`src/pkg/bgl_consts.svh`:
```
// Constants for the brownout gain level control block.
// Assumes a 25 MHz system clock and a 32-bit classic Wishbone slave.
`ifndef BGL_CONSTS_SVH
`define BGL_CONSTS_SVH

// ****************************************
// Register indices (byte address = index * 4)
// ****************************************
`define BGL_IDX_ATKREL   8'h20
`define BGL_IDX_RELMAX   8'h21
`define BGL_IDX_THRESH   8'h22
`define BGL_IDX_HOLDSTAT 8'h23
`define BGL_IDX_LVL2     8'h24
`define BGL_IDX_CTRL     8'h30
`define BGL_IDX_ATTEN    8'h31

// ****************************************
// Reset values and writable bit masks
// ****************************************
`define BGL_RST_ATKREL   8'h06
`define BGL_RST_RELMAX   8'h2C
`define BGL_RST_THRESH   8'h4C
`define BGL_RST_HOLDSTAT 8'h20
`define BGL_RST_LVL2     8'h02
`define BGL_RST_CTRL     8'h10
`define BGL_WM_ATKREL    8'hFE
`define BGL_WM_HOLD      8'hF0
`define BGL_WM_LVL2      8'hFE
`define BGL_WM_CTRL      8'hFB
`define BGL_HOLDCLR_BIT  2

// ****************************************
// Threshold validity limits per source, infinite hold code and last step code
// ****************************************
`define BGL_THR_MAX_BAT  8'h38
`define BGL_THR_MAX_PVS  8'hD2
`define BGL_HOLD_INF     3'h7
`define BGL_STEP_LAST    4'hF

// ****************************************
// Timing
// ****************************************
`define BGL_CLK_MHZ      25
`define BGL_ATK_BASE_NS  2500
`define BGL_ATK_BASE_CYC ((`BGL_ATK_BASE_NS * `BGL_CLK_MHZ + 999) / 1000)
`define BGL_MS_US        1000
`define BGL_MS_CYC       (`BGL_MS_US * `BGL_CLK_MHZ)

`endif

```
`src/pkg/bgl_pkg.sv`:
```
// Types for the brownout gain level control block.
// Assumes bgl_consts.svh supplies the numeric constants.
`default_nettype none

package bgl_pkg;

    // ****************************************
    // Controller states, one-hot
    // ****************************************
    typedef enum logic [3:0] {
        BGL_IDLE    = 4'b0001,
        BGL_ATTACK  = 4'b0010,
        BGL_HOLD    = 4'b0100,
        BGL_RELEASE = 4'b1000
    } bgl_state_t;

    // ****************************************
    // Register layouts
    // ****************************************
    typedef struct packed {
        logic [2:0] atkRate;
        logic [3:0] relStep;
        logic       rsv;
    } bgl_atkrel_t;

    typedef struct packed {
        logic [2:0] relRate;
        logic [4:0] maxAtten;
    } bgl_relmax_t;

    typedef struct packed {
        logic [2:0] holdTime;
        logic       disable3;
        logic [3:0] stateRo;
    } bgl_hold_t;

    typedef struct packed {
        logic [2:0] dwell;
        logic [3:0] atkStep;
        logic       rsv;
    } bgl_lvl2_t;

    typedef struct packed {
        logic [3:0] lvl3AtkStep;
        logic       snapHold;
        logic       holdClear;
        logic       srcSel;
        logic       globalEn;
    } bgl_ctrl_t;

endpackage

`default_nettype wire

```
`src/rtl/bgl_tick_gen.sv`:
```
// Free-running divider giving a one-cycle tick every DIV clocks.
// Assumes a synchronous active-low reset.
`default_nettype none

module bgl_tick_gen #(
    parameter int DIV = 25
) (
    // Clock and reset
    input  wire logic sys_clk,
    input  wire logic rst_n,
    // Tick out
    output logic      tick
);
    localparam int W = $clog2(DIV + 1);
    localparam logic [W-1:0] LAST = W'(DIV - 1);

    logic [W-1:0] cntFf;
    logic [W-1:0] nxt_cnt;

    // ****************************************
    // Counter
    // ****************************************
    assign tick    = (cntFf == LAST);
    assign nxt_cnt = tick ? '0 : cntFf + W'(1);

    // Wraps at DIV-1
    always_ff @(posedge sys_clk) begin
        if (!rst_n) begin
            cntFf <= '0;
        end else begin
            cntFf <= nxt_cnt;
        end
    end
endmodule

`default_nettype wire

```
`src/rtl/bgl_brownout_ctrl.sv`:
```
// Level-3 brownout controller with register file on classic Wishbone.
// Assumes supplyCode is synchronous and scaled like the selected threshold.
`include "bgl_consts.svh"
`default_nettype none

module bgl_brownout_ctrl #(
    parameter int MS_CYCLES = `BGL_MS_CYC
) (
    // Clock and reset
    input  wire logic        sys_clk,
    input  wire logic        rst_n,
    // Wishbone slave
    input  wire logic        wb_cyc_i,
    input  wire logic        wb_stb_i,
    input  wire logic        wb_we_i,
    input  wire logic [9:0]  wb_adr_i,
    input  wire logic [3:0]  wb_sel_i,
    input  wire logic [31:0] wb_dat_i,
    output logic      [31:0] wb_dat_o,
    output logic             wb_ack_o,
    // Supply measurement
    input  wire logic [7:0]  supplyCode,
    // Gain control
    output logic      [18:0] gainAtten,
    output logic      [3:0]  controllerState,
    // Level-2 settings for the level-2 engine
    output logic      [13:0] lvl2DwellUs,
    output logic      [18:0] lvl2AttackStep
);
    // ****************************************
    // Decode tables (attenuation in 0.1 mdB)
    // ****************************************
    // Step sizes share one table for attack and release
    function automatic logic [18:0] stepSize(input logic [3:0] c);
        logic [18:0] s;
        s = 19'd5000 + 19'(c - 4'd1) * 19'd3958;
        if (c == 4'h0) s = 19'd625;
        if (c == `BGL_STEP_LAST) s = 19'd60000;
        return s;
    endfunction

    // Attack interval in 2.5 us ticks
    function automatic logic [10:0] atkTicks(input logic [2:0] c);
        logic [10:0] t;
        case (c)
            3'd0: t = 11'd1;
            3'd1: t = 11'd2;
            3'd2: t = 11'd4;
            3'd3: t = 11'd10;
            3'd4: t = 11'd20;
            3'd5: t = 11'd40;
            3'd6: t = 11'd100;
            default: t = 11'd200;
        endcase
        return t;
    endfunction

    // Release interval in ms
    function automatic logic [10:0] relMs(input logic [2:0] c);
        logic [10:0] t;
        case (c)
            3'd0: t = 11'd5;
            3'd1: t = 11'd10;
            3'd2: t = 11'd25;
            3'd3: t = 11'd50;
            3'd4: t = 11'd100;
            3'd5: t = 11'd250;
            3'd6: t = 11'd500;
            default: t = 11'd1000;
        endcase
        return t;
    endfunction

    // Hold time in ms, code 7 handled apart
    function automatic logic [10:0] holdMs(input logic [2:0] c);
        logic [10:0] t;
        case (c)
            3'd0: t = 11'd0;
            3'd1: t = 11'd10;
            3'd2: t = 11'd100;
            3'd3: t = 11'd250;
            3'd4: t = 11'd500;
            3'd5: t = 11'd1000;
            default: t = 11'd2000;
        endcase
        return t;
    endfunction

    // Level-2 dwell in us
    function automatic logic [13:0] dwellUs(input logic [2:0] c);
        logic [13:0] t;
        case (c)
            3'd0: t = 14'd0;
            3'd1: t = 14'd100;
            3'd2: t = 14'd250;
            3'd3: t = 14'd500;
            3'd4: t = 14'd1000;
            3'd5: t = 14'd2000;
            3'd6: t = 14'd4000;
            default: t = 14'd8000;
        endcase
        return t;
    endfunction

    // ****************************************
    // Registers
    // ****************************************
    bgl_pkg::bgl_atkrel_t atkRelFf;
    bgl_pkg::bgl_relmax_t relMaxFf;
    logic [7:0]           thrFf;
    bgl_pkg::bgl_hold_t   holdFf;
    bgl_pkg::bgl_lvl2_t   lvl2Ff;
    bgl_pkg::bgl_ctrl_t   ctrlFf;
    logic                 ackFf;
    logic [31:0]          datFf;
    bgl_pkg::bgl_state_t  stateFf;
    bgl_pkg::bgl_state_t  nxt_state;
    logic [18:0]          attenFf;
    logic [18:0]          nxt_atten;
    logic [10:0]          cntFf;
    logic [10:0]          nxt_cnt;
    logic [3:0]           shownFf;

    // ****************************************
    // Bus decode
    // ****************************************
    wire logic       req     = wb_cyc_i & wb_stb_i;
    wire logic [7:0] idx     = wb_adr_i[9:2];
    wire logic       wrStb   = req & wb_we_i & ackFf & wb_sel_i[0];
    wire logic [7:0] wd      = wb_dat_i[7:0];
    wire logic       hitAr   = (idx == `BGL_IDX_ATKREL);
    wire logic       hitRm   = (idx == `BGL_IDX_RELMAX);
    wire logic       hitTh   = (idx == `BGL_IDX_THRESH);
    wire logic       hitHs   = (idx == `BGL_IDX_HOLDSTAT);
    wire logic       hitL2   = (idx == `BGL_IDX_LVL2);
    wire logic       hitCt   = (idx == `BGL_IDX_CTRL);
    wire logic       hitAt   = (idx == `BGL_IDX_ATTEN);
    wire logic       holdClr = wrStb & hitCt & wd[`BGL_HOLDCLR_BIT];

    // Read mux; unmapped and reserved bits read zero
    wire logic [31:0] rdMux =
        hitAr ? {24'h0, atkRelFf & `BGL_WM_ATKREL} :
        hitRm ? {24'h0, relMaxFf} :
        hitTh ? {24'h0, thrFf} :
        hitHs ? {24'h0, holdFf.holdTime, holdFf.disable3, shownFf} :
        hitL2 ? {24'h0, lvl2Ff & `BGL_WM_LVL2} :
        hitCt ? {24'h0, ctrlFf & `BGL_WM_CTRL} :
        hitAt ? {13'h0, attenFf} : 32'h0000_0000;

    // One wait cycle; writes commit on the ack edge
    always_ff @(posedge sys_clk) begin
        if (!rst_n) begin
            ackFf <= 1'b0;
            datFf <= 32'h0000_0000;
        end else begin
            ackFf <= req & ~ackFf;
            datFf <= rdMux;
        end
    end

    // Register writes, masked so reserved bits stay zero
    always_ff @(posedge sys_clk) begin
        if (!rst_n) begin
            atkRelFf <= `BGL_RST_ATKREL;
            relMaxFf <= `BGL_RST_RELMAX;
            thrFf    <= `BGL_RST_THRESH;
            holdFf   <= `BGL_RST_HOLDSTAT;
            lvl2Ff   <= `BGL_RST_LVL2;
            ctrlFf   <= `BGL_RST_CTRL;
        end else begin
            if (wrStb && hitAr) atkRelFf <= wd & `BGL_WM_ATKREL;
            if (wrStb && hitRm) relMaxFf <= wd;
            if (wrStb && hitTh) thrFf <= wd;
            if (wrStb && hitHs) holdFf <= wd & `BGL_WM_HOLD;
            if (wrStb && hitL2) lvl2Ff <= wd & `BGL_WM_LVL2;
            if (wrStb && hitCt) ctrlFf <= wd & `BGL_WM_CTRL;
        end
    end

    assign wb_ack_o = ackFf;
    assign wb_dat_o = datFf;

    // ****************************************
    // Time bases
    // ****************************************
    logic tickAtk;
    logic tickMs;

    bgl_tick_gen #(.DIV(`BGL_ATK_BASE_CYC)) uAtkTick (
        .sys_clk (sys_clk),
        .rst_n   (rst_n),
        .tick    (tickAtk)
    );

    bgl_tick_gen #(.DIV(MS_CYCLES)) uMsTick (
        .sys_clk (sys_clk),
        .rst_n   (rst_n),
        .tick    (tickMs)
    );

    // ****************************************
    // Supply compare and settings
    // ****************************************
    // Out-of-range codes mean zero volts, so they never trip
    wire logic thrMax   = ctrlFf.srcSel ? (thrFf <= `BGL_THR_MAX_PVS)
                                        : (thrFf <= `BGL_THR_MAX_BAT);
    wire logic below    = thrMax & (supplyCode < thrFf);
    wire logic active   = ctrlFf.globalEn & ~holdFf.disable3;
    wire logic [18:0] maxA = 19'(relMaxFf.maxAtten) * 19'd10000;
    wire logic [18:0] aStep = stepSize(ctrlFf.lvl3AtkStep);
    wire logic [18:0] rStep = stepSize(atkRelFf.relStep);
    wire logic [10:0] aTgt  = atkTicks(atkRelFf.atkRate);
    wire logic [10:0] rTgt  = relMs(relMaxFf.relRate);
    wire logic [10:0] hTgt  = holdMs(holdFf.holdTime);
    wire logic        hInf  = (holdFf.holdTime == `BGL_HOLD_INF);
    wire logic [10:0] cntUp = cntFf + 11'd1;
    wire logic [19:0] aSum  = {1'b0, attenFf} + {1'b0, aStep};

    // ****************************************
    // State machine
    // ****************************************
    // Hold counts only while supply is fine, so a long dip does not
    // fall straight into release and back into attack.
    always_comb begin
        nxt_state = stateFf;
        nxt_atten = attenFf;
        nxt_cnt   = cntFf;
        case (stateFf)
            bgl_pkg::BGL_IDLE: begin
                nxt_cnt = 11'd0;
                if (active && below) nxt_state = bgl_pkg::BGL_ATTACK;
            end
            bgl_pkg::BGL_ATTACK: begin
                if (!below || attenFf >= maxA) begin
                    nxt_state = bgl_pkg::BGL_HOLD;
                    nxt_cnt   = 11'd0;
                end else if (tickAtk) begin
                    nxt_cnt = cntUp;
                    if (cntUp >= aTgt) begin
                        nxt_cnt   = 11'd0;
                        nxt_atten = (aSum >= {1'b0, maxA}) ? maxA : aSum[18:0];
                    end
                end
            end
            bgl_pkg::BGL_HOLD: begin
                if (below && attenFf < maxA) begin
                    nxt_state = bgl_pkg::BGL_ATTACK;
                    nxt_cnt   = 11'd0;
                end else if (below) begin
                    nxt_cnt = 11'd0;
                end else if (hInf) begin
                    if (holdClr) nxt_state = bgl_pkg::BGL_RELEASE;
                end else if (cntFf >= hTgt) begin
                    nxt_state = bgl_pkg::BGL_RELEASE;
                    nxt_cnt   = 11'd0;
                end else if (tickMs) begin
                    nxt_cnt = cntUp;
                end
            end
            bgl_pkg::BGL_RELEASE: begin
                if (below) begin
                    nxt_state = bgl_pkg::BGL_ATTACK;
                    nxt_cnt   = 11'd0;
                end else if (attenFf == 19'd0) begin
                    nxt_state = bgl_pkg::BGL_IDLE;
                end else if (tickMs) begin
                    nxt_cnt = cntUp;
                    if (cntUp >= rTgt) begin
                        nxt_cnt   = 11'd0;
                        nxt_atten = (attenFf > rStep) ? attenFf - rStep : 19'd0;
                    end
                end
            end
            default: begin
                nxt_state = bgl_pkg::BGL_IDLE;
            end
        endcase
        // Disabled level or function drops all attenuation at once
        if (!active) begin
            nxt_state = bgl_pkg::BGL_IDLE;
            nxt_atten = 19'd0;
            nxt_cnt   = 11'd0;
        end
    end

    // State code for readback
    wire logic [3:0] stCode =
        (stateFf == bgl_pkg::BGL_ATTACK)  ? 4'h1 :
        (stateFf == bgl_pkg::BGL_HOLD)    ? 4'h5 :
        (stateFf == bgl_pkg::BGL_RELEASE) ? 4'h9 : 4'h0;

    // Controller registers and frozen snapshot
    always_ff @(posedge sys_clk) begin
        if (!rst_n) begin
            stateFf <= bgl_pkg::BGL_IDLE;
            attenFf <= 19'd0;
            cntFf   <= 11'd0;
            shownFf <= 4'h0;
        end else begin
            stateFf <= nxt_state;
            attenFf <= nxt_atten;
            cntFf   <= nxt_cnt;
            if (!ctrlFf.snapHold) shownFf <= stCode;
        end
    end

    // ****************************************
    // Outputs
    // ****************************************
    // Level-2 fields decoded for the level-2 engine
    always_ff @(posedge sys_clk) begin
        if (!rst_n) begin
            lvl2DwellUs    <= 14'd0;
            lvl2AttackStep <= 19'd0;
        end else begin
            lvl2DwellUs    <= dwellUs(lvl2Ff.dwell);
            lvl2AttackStep <= stepSize(lvl2Ff.atkStep);
        end
    end

    assign gainAtten       = attenFf;
    assign controllerState = shownFf;
endmodule

`default_nettype wire

```
`config.mk`:
```
export PLATFORM = sky130hd
export DESIGN_NAME = bgl_brownout_ctrl
export DESIGN_NICKNAME = d
export VERILOG_FILES = /design/src/pkg/bgl_pkg.sv /design/src/rtl/bgl_tick_gen.sv /design/src/rtl/bgl_brownout_ctrl.sv
export VERILOG_INCLUDE_DIRS = /design/src /design/src/pkg
export SDC_FILE = /design/constraint.sdc
export NUM_CORES = 1
export LEC_CHECK = 0
export CORE_ASPECT_RATIO = 0.7
export CORE_MARGIN = 4
export CORE_UTILIZATION = 60
export CTS_BUF_LIST = sky130_fd_sc_hd__clkbuf_8
export CTS_CLUSTER_DIAMETER = 200
export DETAILED_ROUTE_END_ITERATION = 10
export DONT_BUFFER_PORTS = 1
export PLACE_DENSITY = 0.77
export SLEW_MARGIN = 0
export SYNTH_ARGS = -nofsm -noshare
export SYNTH_HDL_FRONTEND = slang
export SYNTH_SLANG_ARGS = --single-unit
```
`constraint.sdc`:
```
create_clock -name sys_clk -period 8.16 [get_ports sys_clk]
set_input_delay 0.408 -clock sys_clk [delete_from_list [all_inputs] [get_ports sys_clk]]
set_output_delay 0.408 -clock sys_clk [all_outputs]
set_load 0.005 [all_outputs]
```
==> summary.md, run 1 <==
| Metric | Value |
|---|---|
| Post-synthesis register bit count | `150` |
| Gr usage total | `0.298` |
| CP Max Fanout | `6` |
| Cell Rows | `50` |
| Die width | `between 200 and 250 um` |
| Final wirelength | `48800 um` |
| RSZ-0062 raised after global routing | `true` |
| Post-synth top flop | `dfxtp_1` |
| Clk sinks | `150` |
| Sequential share of the synthesized area | `0.179` |
| Final Cycle Share | `1.01` |
| Async S/R FF share, synth | `0` |
| Ys Warns | `0` |
| Max-slew headroom | `0.160` |
| Final ANT Viol Nets | `0` |
| # fillers | `2090` |
| Io pins | `148` |
| WL/cell | `19.5 um` |
| MaxCap Viol Count | `0` |
| Initial drt markers | `1520` |
| Total vias in the final route | `15560` |
| Cell variety after synth | `85` |
| Final hold vios | `0` |
| Number of synthesized flops with an enable pin | `0` |
| Synth-to-Final Area Change | `13.2%` |
| Share of cells above drive strength 1 | `0.131` |
| Initial Utilization | `0.618` |
| CTS tree | `yes` |
| Worst path arrival time | `about 8600 ps` |
| Slowest stage delay, CP | `570 ps` |
| CTS Buf Count | `17` |
| Via/cell ratio | `6.22` |
| Syn avg cell area | `8.17 um^2` |
| Worst-skew pair later-pin latency | `around 480 ps` |
| Dpl hpwl | `approximately 37000 um` |
| Slew @ Worst Pin | `approximately 1300 ps` |
| Max clock buf depth | `2` |
| Final setup vio count | `3` |
| Cell total after placement | `2452` |
| First-pass GRT wire length | `76000 um` |
| Port buffer count | `0` |
| Worst-path clk slew | `100 ps` |
| Largest net degree at the start of global routing | `57` |
| Final min period | `8220 ps` |
| DRC | `0` |
| Skew final | `19.5 ps` |
| Fmax achieved | `approximately 120 MHz` |
| Commonest non-fill, non-tap cell in the layout | `ha_1` |
| Crit. End Element | `flip-flop` |
| Final Non-Filler Cells | `2502` |
| Outcome | `finished with violations` |
| Failing checks | `negative setup slack` |
| R2R setup slack | `-60 ps` |
| Max Transition Viols Final | `0` |
| Initial antenna violation count | `0` |
| Static leakage | `roughly 9 nW` |
| Critical-path top delay cell | `fa_1` |
| Startpoint type of the worst setup path | `flip-flop` |
| Commonest cells after routing, fill and taps aside | `240 x ha_1, 202 x inv_1, 152 x nor2_1, 148 x dfxtp_1, 134 x nand2_1` |
| Required @ worst endpoint | `8550 ps` |
| Drt pass-1 iters | `5` |
| Fin nets | `2517` |
| Hold crit path type | `in2reg` |
| Post-Syn Instances | `roughly 2100` |
| Setup TNS Final | `-87.4 ps` |
| Core Util, Final | `0.699` |
| Power per cell area | `75.9 mW/mm^2` |
| # H-tree levels | `4` |
| Worst VDD drop | `0.0972 mV` |
| Worst hold slack | `about 24 ps` |
| GRT overflow | `0` |
| Synthesized area | `0.0168 mm^2` |
| Fin worst setup slack | `-64.7 ps` |
| Die area | `just over 0.03 mm^2` |
| Final GP Congestion | `0.954` |
| Clock root buffer | `clkbuf_8` |
| Vias in the first global route | `14775` |
| Core ar. | `0.0272 mm^2` |
| Total power | `approximately 1.4 mW` |
| DIE HEIGHT | `148 um` |
| CP Class | `reg2reg` |
-- cells by family after synthesis --
family                   synth area share
AND/OR/NAND/NOR                     0.184
AO/OA/AOI/OAI                       0.185
adder cells (fa/ha/maj)             0.283
buffers and inverters              0.0708
flip-flops                          0.179
XOR/XNOR                           0.0767
multiplexers                       0.0222
other                            0.000223
-- power breakdown --
group | switching, mW | internal (mW) | leakage (nW)
registers | 0.00357 | 0.735 | 1.21
clock network | 0.341 | 0.326 | 0.229
logic | 0.0226 | 0.0134 | 7.58
-- path summary, 6_finish.rpt --
path / start / endpoint / cells after the start
hold reg to reg: uMsTick.cntFf[0] / uMsTick.cntFf[0] / 1
hold / removal: rst_n / thrFf[3] / 1
setup reg to reg: ctrlFf[4] / gainAtten[0] / 36
setup / recovery: ctrlFf[4] / gainAtten[0] / 36
-- what timing repair did --
| item | 4_1_cts | 5_1_grt |
|---|---|---|
| pin swaps | 13 | 69 |
| hold buffers | 1 | 0 |
| hold endpoints to repair | 8 | 0 |
| gates resized for setup | 28 | 115 |
| buffers inserted | 4 | 16 |
| setup endpoints to repair | 19 | 19 |
-- cell type report --
| cell class | instances | area [um^2] | area share |
|---|---|---|---|
| inverters | 219 | 832 | 0.0438 |
| clock inverters | 14 | 206 | 0.0109 |
| flip-flops and latches | 150 | 3010 | 0.159 |
| clock buffers | 18 | 248 | 0.0130 |
| repair buffers | 113 | 886 | 0.0466 |
| multi-input cells | 1623 | 13400 | 0.703 |
| well taps | 364 | 455 | 0.0240 |
| diodes | 1 | 2.50 | 0.000132 |
-- synthesized netlist by cell type (18+ instances only) --
cell,n,area [um^2]
dfxtp_1,150,3000
or3_1,26,163
nand4_1,18,113
a211oi_1,24,180
clkbuf_1,55,206
a21o_1,40,300
o21ai_0,92,460
fa_1,75,1500
o211ai_1,20,150
a21oi_1,138,691
ha_1,259,3240
nor2_1,156,586
inv_1,217,815
and3_1,22,138
nor3_1,48,240
nor2b_1,23,144
mux2i_1,35,350
xnor2_1,88,771
nand2_1,134,503
and2_1,21,131
xor2_1,59,517
nand3_1,86,430
o21a_1,22,165
-- sequential cells by signal (all words and copies together) (netlist names) --
name             flops
relMaxFf             8
stateFf              4
lvl2AttackStep      19
uMsTick.cntFf       15
ctrlFf               7
cntFf               11
lvl2DwellUs         12
gainAtten           19
controllerState      3
uAtkTick.cntFf       6
wb_dat_o            19
atkRelFf             7
thrFf                8
holdFf               4
wb_ack_o             1
lvl2Ff               7
-- worst max-delay path: cells and delay by family, from the launching register on --
| kind | cells | cell delay, ps |
|---|---|---|
| XOR/XNOR | 1 | 160 |
| AO/OA/AOI/OAI | 9 | 1590 |
| AND/OR/NAND/NOR | 9 | 1920 |
| buffers and inverters | 8 | 1150 |
| flip-flops | 1 | 410 |
| adder cells (fa/ha/maj) | 9 | 2910 |
-- metrics by stage --
step                      instance area (um^2)  setup slack (ps)
after global placement                   17700             -75.6
after floorplan                          16900             0.285
after CTS                                18300              2.74
final                                    19000             -64.7
after global routing                     19000              -315
after detailed placement                 17700              -219
-- routing by layer --
| metal | global-route usage | share of wire |
|---|---|---|
| met1 | 0.421 | 0.45 |
| met2 | 0.455 | 0.43 |
| met3 | 0.0802 | 0.10 |
| met4 | 0.0748 | 0.020 |
| met5 | 0 | 0 |
Power figures use the tool's default switching activity.
==> inputs of run 2 (changes only) <==
--- a/config.mk
+++ b/config.mk
@@ -6,6 +6,7 @@
 export SDC_FILE = /design/constraint.sdc
 export NUM_CORES = 1
 export LEC_CHECK = 0
+export ABC_AREA = 1
 export CORE_ASPECT_RATIO = 0.7
 export CORE_MARGIN = 4
 export CORE_UTILIZATION = 60
==> run 2 against run 1 <==
The run now ends clean. Largest cell class unchanged. Clock skew up 7.9 ps. Critical path type unchanged. Combinational power about the same. Cell count up 20%. Synthesized area up 6.2%. Hold slack worse by 1.5 ps. Core utilization down 5.0 points. Cell area down 0.47%.
==> summary.md, run 2 <==
| Metric | Value |
|---|---|
| Required @ worst endpoint | `8540 ps (about the same)` |
| CP startpoint | `ctrlFf[6]` |
| Share of the synthesized area in the top cell type | `0.182 (-0.0113)` |
| Hold crit path type | `in2reg` |
| DRC | `0 (unchanged)` |
| Outcome | `completed` |
| Dpl cell area | `0.0181 mm^2 (+2.6%)` |
| Initial drt markers | `1772 (+17%)` |
| Final min period | `7780 ps (-448 ps)` |
| CP most frequent cell | `nand2_1` |
| Final wirelength | `50700 um (+3.8%)` |
| Final Cycle Share | `0.953 (-0.0550)` |
| Commonest cells after routing, fill and taps aside | `526 x nand2_1, 451 x inv_1, 248 x ha_1, 244 x nor2_1, 196 x a21oi_1` |
| RR Endpoint | `gainAtten[5]` |
| WL/cell | `16.9 um (-14%)` |
| Crit. End Element | `flip-flop` |
| Final hold vios | `0 (unchanged)` |
| Drt pass-1 iters | `6 (+1)` |
| Slew @ Worst Pin | `886 ps (-371 ps)` |
| Number of synthesized flops with an enable pin | `0 (unchanged)` |
| Final ANT Viol Nets | `0 (unchanged)` |
| Max clock buf depth | `2 (unchanged)` |
| Design area | `0.0189 mm^2 (-0.47%)` |
| Post-synth top flop | `dfxtp_1` |
| Worst reg2reg path depth | `42 (+17%)` |
| Fin nets | `3007 (+19%)` |
| Top-count cell post-synth | `nand2_1` |
| Max-slew headroom | `0.407 (+0.247)` |
| DIE HEIGHT | `152 um (+2.9%)` |
| R2R setup slack | `380 ps (+450 ps)` |
| RR Startpoint | `ctrlFf[6]` |
| Diodes inserted | `0 (-1)` |
| Clock root buffer | `clkbuf_8` |
| Worst path arrival time | `8160 ps (-450 ps)` |
| First-pass GRT wire length | `81100 um (+6.8%)` |
| Startpoint type of the worst setup path | `flip-flop` |
| Hold Crit Depth | `2 (+1)` |
| Clock power share | `0.437 (-0.026)` |
| CP endpoint | `gainAtten[5]` |
| Port buffer count | `0 (unchanged)` |
| Die width | `214 um (+3.0%)` |
| Final setup vio count | `0 (-3)` |
| Die area | `0.0326 mm^2 (+5.9%)` |
| Post-Syn Instances | `2604 (+27%)` |
| Via/cell ratio | `5.70 (-8.4%)` |
| Initial Utilization | `0.613 (-0.00505)` |
| Sequential share of power | `0.537 (+0.025)` |
| Sw Ratio | `0.269 (+0.0135)` |
| CP Class | `reg2reg` |
| # H-tree levels | `4 (unchanged)` |
| Vias in the first global route | `16052 (+8.6%)` |
| Critical-path top delay cell | `fa_1` |
| Syn avg cell area | `6.85 um^2 (-16%)` |
| Fmax achieved | `129 MHz (+5.8%)` |
| Slowest stage delay, CP | `570 ps (about the same)` |
| Async S/R FF share, synth | `0 (unchanged)` |
| Power per cell area | `72.7 mW/mm^2 (-4.3%)` |
| Gr usage total | `0.301 (+0.00339)` |
| CTS tree | `yes` |
| Total power | `1.37 mW (-4.7%)` |
| Initial antenna violation count | `1 (+1)` |
| Cell Rows | `52 (+4.0%)` |
| Net Switching | `0.369 mW (+0.34%)` |
| Worst-path clk slew | `110 ps (about the same)` |
| CP Max Fanout | `5 (-1)` |
| Clk sinks | `150 (unchanged)` |
| Total vias in the final route | `17119 (+10%)` |
| Sequential share of the synthesized area | `0.168 (-0.0105)` |
| Worst-skew pair later-pin latency | `500 ps (+20 ps)` |
| Synth area leader | `ha_1` |
| Static leakage | `10.1 nW (+12%)` |
| Final GP Congestion | `1.05 (+10%)` |
| Synthesized area | `0.0178 mm^2 (+6.2%)` |
| Commonest non-fill, non-tap cell in the layout | `nand2_1` |
| Max Transition Viols Final | `0 (unchanged)` |
| CTS Buf Count | `17 (unchanged)` |
| MaxCap Viol Count | `0 (unchanged)` |
| Top cells by count, synth | `529 x nand2_1, 454 x inv_1, 259 x ha_1` |
| Skew final | `27.4 ps (+7.91 ps)` |
| Dpl hpwl | `41500 um (+11%)` |
| Cell variety after synth | `63 (-26%)` |
| Core ar. | `0.0291 mm^2 (+7.1%)` |
| Top cells by area, synth | `ha_1 18%, dfxtp_1 17%, nand2_1 11%` |
| Int Power | `1.00 mW (-6.4%)` |
| Synth-to-Final Area Change | `6.00%` |
| GRT overflow | `0 (unchanged)` |
| Io pins | `148 (unchanged)` |
| Ys Warns | `0 (unchanged)` |
| Gate power share | `0.026 (about the same)` |
| Largest net degree at the start of global routing | `46 (-19%)` |
| Post-synthesis register bit count | `150 (unchanged)` |
| Worst VDD drop | `0.122 mV (+26%)` |
| Share of cells above drive strength 1 | `0.0662 (-0.0653)` |
[run 2: changes by cell type after synthesis, sizes merged, moves of 48 or more]
cell	previous run	this run
nand2	134	541
xnor2	88	33
nand3	86	134
o21ai	94	145
nor2	156	262
inv	218	463
a21oi	138	220
[run 2: cell type report]
cell class,count,area (um^2)
clock buffer,17,234
sequential,150,3010
timing repair buffer,24,183
clock inverter,15,178
multi-input combinational,1953,13100
fill,2632,10200
tap,378,473
inverter,468,1760
[run 2: worst max-delay path: cells and delay by family, from the launching register on]
kind            cells  cell delay (ps)
fa+ha+maj           8             3320
xor+xnor            2              430
compound gates      5              690
buf+inv             9              740
flops               1              390
simple gates       18             2080
[run 2: metal layers]
layer	track usage	part of all wire	vias to the layer above
li1	-	-	8423
met1	0.428	0.45	7827
met2	0.446	0.41	769
met3	0.0981	0.11	98
met4	0.0728	0.021	2
met5	0	0.00014	-
[run 2: cell families after synthesis]
logic type               Yosys count  synth area share
XOR/XNOR                         105            0.0520
AND/OR/NAND/NOR                 1055             0.258
AO/OA/AOI/OAI                    441             0.139
buffers and inverters            518             0.117
other                              1          0.000210
adder cells (fa/ha/maj)          334             0.266
flip-flops                       150             0.168
[run 2: what timing repair did]
action | 4_1_cts | 5_1_grt
buffers inserted | 0 | 10
hold endpoints to repair | 4 | 0
hold buffers | 1 | 0
resized for setup | 0 | 46
endpoints found under the setup margin | 0 | 19
[run 2: power groups by stage]
| stage | combinational, mW | clock (mW) | sequential, mW |
|---|---|---|---|
| 2_1_floorplan | 0.0332 | 0 | 0.755 |
| 3_3_place_gp | 0.0320 | 0 | 0.756 |
| 3_5_place_dp | 0.0331 | 0 | 0.756 |
| 4_1_cts | 0.0340 | 0.607 | 0.739 |
| 5_1_grt | 0.0407 | 0.643 | 0.739 |
| 6_report | 0.0358 | 0.600 | 0.738 |
[run 2: worst min-delay path by stage]
stage / startpoint / to
floorplan: uMsTick.cntFf[0] / uMsTick.cntFf[0]
global placement: uMsTick.cntFf[0] / uMsTick.cntFf[0]
detailed placement: uMsTick.cntFf[0] / uMsTick.cntFf[0]
CTS: rst_n / atkRelFf[2]
global route: rst_n / atkRelFf[2]
finish: rst_n / wb_dat_o[7]
[run 2: per-stage QoR]
step	util	cells	setup slack [ps]	hold WS, ps	TNS [ps]
after floorplan	-	2620	211	418	0
after global placement	0.624	2961	322	430	0
after detailed placement	0.624	2961	79.2	443	0
after CTS	0.638	2994	23.1	0.430	0
after global routing	0.650	3005	-81.9	6.50	-612
final	0.650	3005	384	22.2	0
==> inputs of run 3 (changes only) <==
--- a/config.mk
+++ b/config.mk
@@ -9,12 +9,13 @@
 export ABC_AREA = 1
 export CORE_ASPECT_RATIO = 0.7
 export CORE_MARGIN = 4
-export CORE_UTILIZATION = 60
+export CORE_UTILIZATION = 68
 export CTS_BUF_LIST = sky130_fd_sc_hd__clkbuf_8
 export CTS_CLUSTER_DIAMETER = 200
 export DETAILED_ROUTE_END_ITERATION = 10
 export DONT_BUFFER_PORTS = 1
-export PLACE_DENSITY = 0.77
+export PLACE_DENSITY = 0.82
+export RECOVER_POWER = 25
 export SLEW_MARGIN = 0
 export SYNTH_ARGS = -nofsm -noshare
 export SYNTH_HDL_FRONTEND = slang
==> constraint.sdc (replaced) <==
create_clock -name sys_clk -period 7.6 [get_ports sys_clk]
set_input_delay 0.38 -clock sys_clk [delete_from_list [all_inputs] [get_ports sys_clk]]
set_output_delay 0.38 -clock sys_clk [all_outputs]
set_load 0.005 [all_outputs]
==> run 3 against run 2 <==
Wire length increased by 4.4%. Fmax increased by 3.0%. Non-clock buffer count grew 41. Die area decreased by 11%. Clock-buffer cell count is the same. Setup slack got worse by 330 ps. Largest cell class unchanged.
==> summary.md, run 3 (synthesized netlist as in run 2, its figures left out) <==
| Metric | Value |
|---|---|
| Outcome | `completed` |
| GRT overflow | `0 (unchanged)` |
| Initial antenna violation count | `0 (-1)` |
| Cell total after placement | `2945 (-0.54%)` |
| Fmax achieved | `132 MHz (+3.0%)` |
| Max-slew headroom | `0.0999 (-0.307)` |
| Drt pass-1 iters | `6 (unchanged)` |
| Via/cell ratio | `5.90 (+3.5%)` |
| Die area | `0.0289 mm^2 (-11%)` |
| M3 GR Usage | `0.0954 (-0.00265)` |
| Initial Utilization | `0.692 (+0.0794)` |
| Total power | `1.51 mW (+9.8%)` |
| Final hold vios | `0 (unchanged)` |
| Core ar. | `0.0257 mm^2 (-11%)` |
| CTS tree | `yes` |
| Worst-path clk slew | `100 ps (about the same)` |
| Final min period | `7550 ps (-227 ps)` |
| Required @ worst endpoint | `8010 ps (-530 ps)` |
| Global route hottest layer | `met2` |
| WP buf/inv | `10 (+1)` |
| Fin nets | `3047 (+1.3%)` |
| Die width | `202 um (-5.8%)` |
| Commonest cells after routing, fill and taps aside | `517 x nand2_1, 442 x inv_1, 243 x ha_1, 232 x nor2_1, 191 x a21oi_1` |
| First-pass GRT wire length | `82000 um (+1.0%)` |
| CTS Buf Count | `17 (unchanged)` |
| Vias in the first global route | `16204 (+0.95%)` |
| Met2 usage | `0.526 (+0.0798)` |
| MaxCap Viol Count | `0 (unchanged)` |
| Static leakage | `10.3 nW (+2.2%)` |
| CP top delay family | `adder cells` |
| Power per cell area | `77.8 mW/mm^2 (+7.0%)` |
| # H-tree levels | `4 (unchanged)` |
| Largest net degree at the start of global routing | `40 (-13%)` |
| Startpoint type of the worst setup path | `flip-flop` |
| Slew @ Worst Pin | `1340 ps (+451 ps)` |
| Cell Rows | `49 (-5.8%)` |
| Final ANT Viol Nets | `0 (unchanged)` |
| Diodes inserted | `0 (unchanged)` |
| Worst path arrival time | `7960 ps (-200 ps)` |
| Final wirelength | `52900 um (+4.4%)` |
| Initial drt markers | `1904 (+7.4%)` |
| Final GP Congestion | `0.989 (-6.1%)` |
| Dpl cell area | `0.0183 mm^2 (+0.96%)` |
| DIE HEIGHT | `143 um (-5.7%)` |
| Total vias in the final route | `17676 (+3.3%)` |
| Max clock buf depth | `2 (unchanged)` |
| CP Class | `reg2reg` |
| Final setup vio count | `0 (unchanged)` |
| Io pins | `148 (unchanged)` |
| WL/cell | `17.6 um (+4.6%)` |
| Max Transition Viols Final | `0 (unchanged)` |
| Final Non-Filler Cells | `2998 (-0.23%)` |
| Final Cycle Share | `0.993 (+0.0404)` |
| Share of cells above drive strength 1 | `0.102 (+0.0354)` |
| Hold crit path type | `in2reg` |
| DRC | `0 (unchanged)` |
| Worst-skew pair later-pin latency | `490 ps (about the same)` |
| Clock root buffer | `clkbuf_8` |
| Slowest stage delay, CP | `530 ps (-40 ps)` |
| Crit. End Element | `flip-flop` |
| Worst VDD drop | `0.124 mV (+1.5%)` |
| Gr usage total | `0.350 (+0.0485)` |
| Skew final | `23.8 ps (-3.60 ps)` |
| Critical-path top delay cell | `fa_1` |
| Clk sinks | `150 (unchanged)` |
| Dpl ws | `-217 ps (-296 ps)` |
| CP Max Fanout | `8 (+3)` |
| Synth-to-Final Area Change | `8.79%` |
| Commonest non-fill, non-tap cell in the layout | `nand2_1` |
| Dpl hpwl | `41900 um (+0.89%)` |
| Port buffer count | `0 (unchanged)` |
| Met1 Track Usage GR | `0.499 (+0.0707)` |
| RSZ-0062 raised after global routing | `true` |
| Design area | `0.0194 mm^2 (+2.6%)` |
| Fin worst setup slack | `50.3 ps (-333 ps)` |
-- run 3: cell count changes in the layout (fill, tap and decap cells not counted), sizes merged --
cell | previous run | this run
buf | 23 | 64
nand3 | 135 | 134
inv | 472 | 470
clkinv | 9 | 11
-- run 3: through the flow --
step	utilization	setup TNS, ps	hold slack (ps)
after floorplan	-	0	418
after global placement	0.711	0	430
after detailed placement	0.711	-3290	443
after CTS	0.734	0	12.1
after global routing	0.753	-7680	16.4
final	0.753	0	21.6
-- run 3: layout make-up --
type	instances	area [um^2]
multi-input combinational	1952	13300
clock buffer	17	234
inverter	468	1760
timing repair buffer	65	505
fill	2066	6350
sequential	150	3010
tap	331	414
clock inverter	15	200
-- run 3: worst paths after layout --
kind,endpoint,start,slack [ps],depth (start not counted)
worst max-delay path,gainAtten[12],ctrlFf[4],50,39
worst min-delay path,relMaxFf[3],wb_dat_i[3],20,2
worst max register to register,gainAtten[12],ctrlFf[4],50,39
worst min register to register,uAtkTick.cntFf[0],uAtkTick.cntFf[0],470,1
-- run 3: timing repair --
| item | in CTS | in global routing |
|---|---|---|
| gates resized for setup | 17 | 100 |
| hold endpoints to repair | 10 | 0 |
| hold buffers | 1 | 0 |
| pin swaps | 11 | 50 |
| buffers inserted | 4 | 16 |
| endpoints found under the setup margin | 19 | 19 |
-- run 3: routing by layer --
metal	wire, um	share of wire	vias up
li1	-	-	8494
met1	23200	0.44	8130
met2	21900	0.41	942
met3	6380	0.12	110
met4	1440	0.027	0
met5	0	0	-
-- run 3: power by group --
group / internal (mW) / total, mW / leakage, nW / switching (mW)
Clock: 0.285 / 0.675 / 0.217 / 0.390
Sequential: 0.789 / 0.793 / 1.21 / 0.00323
Combinational: 0.0123 / 0.0401 / 8.89 / 0.0277
Total: 1.09 / 1.51 / 10.3 / 0.421
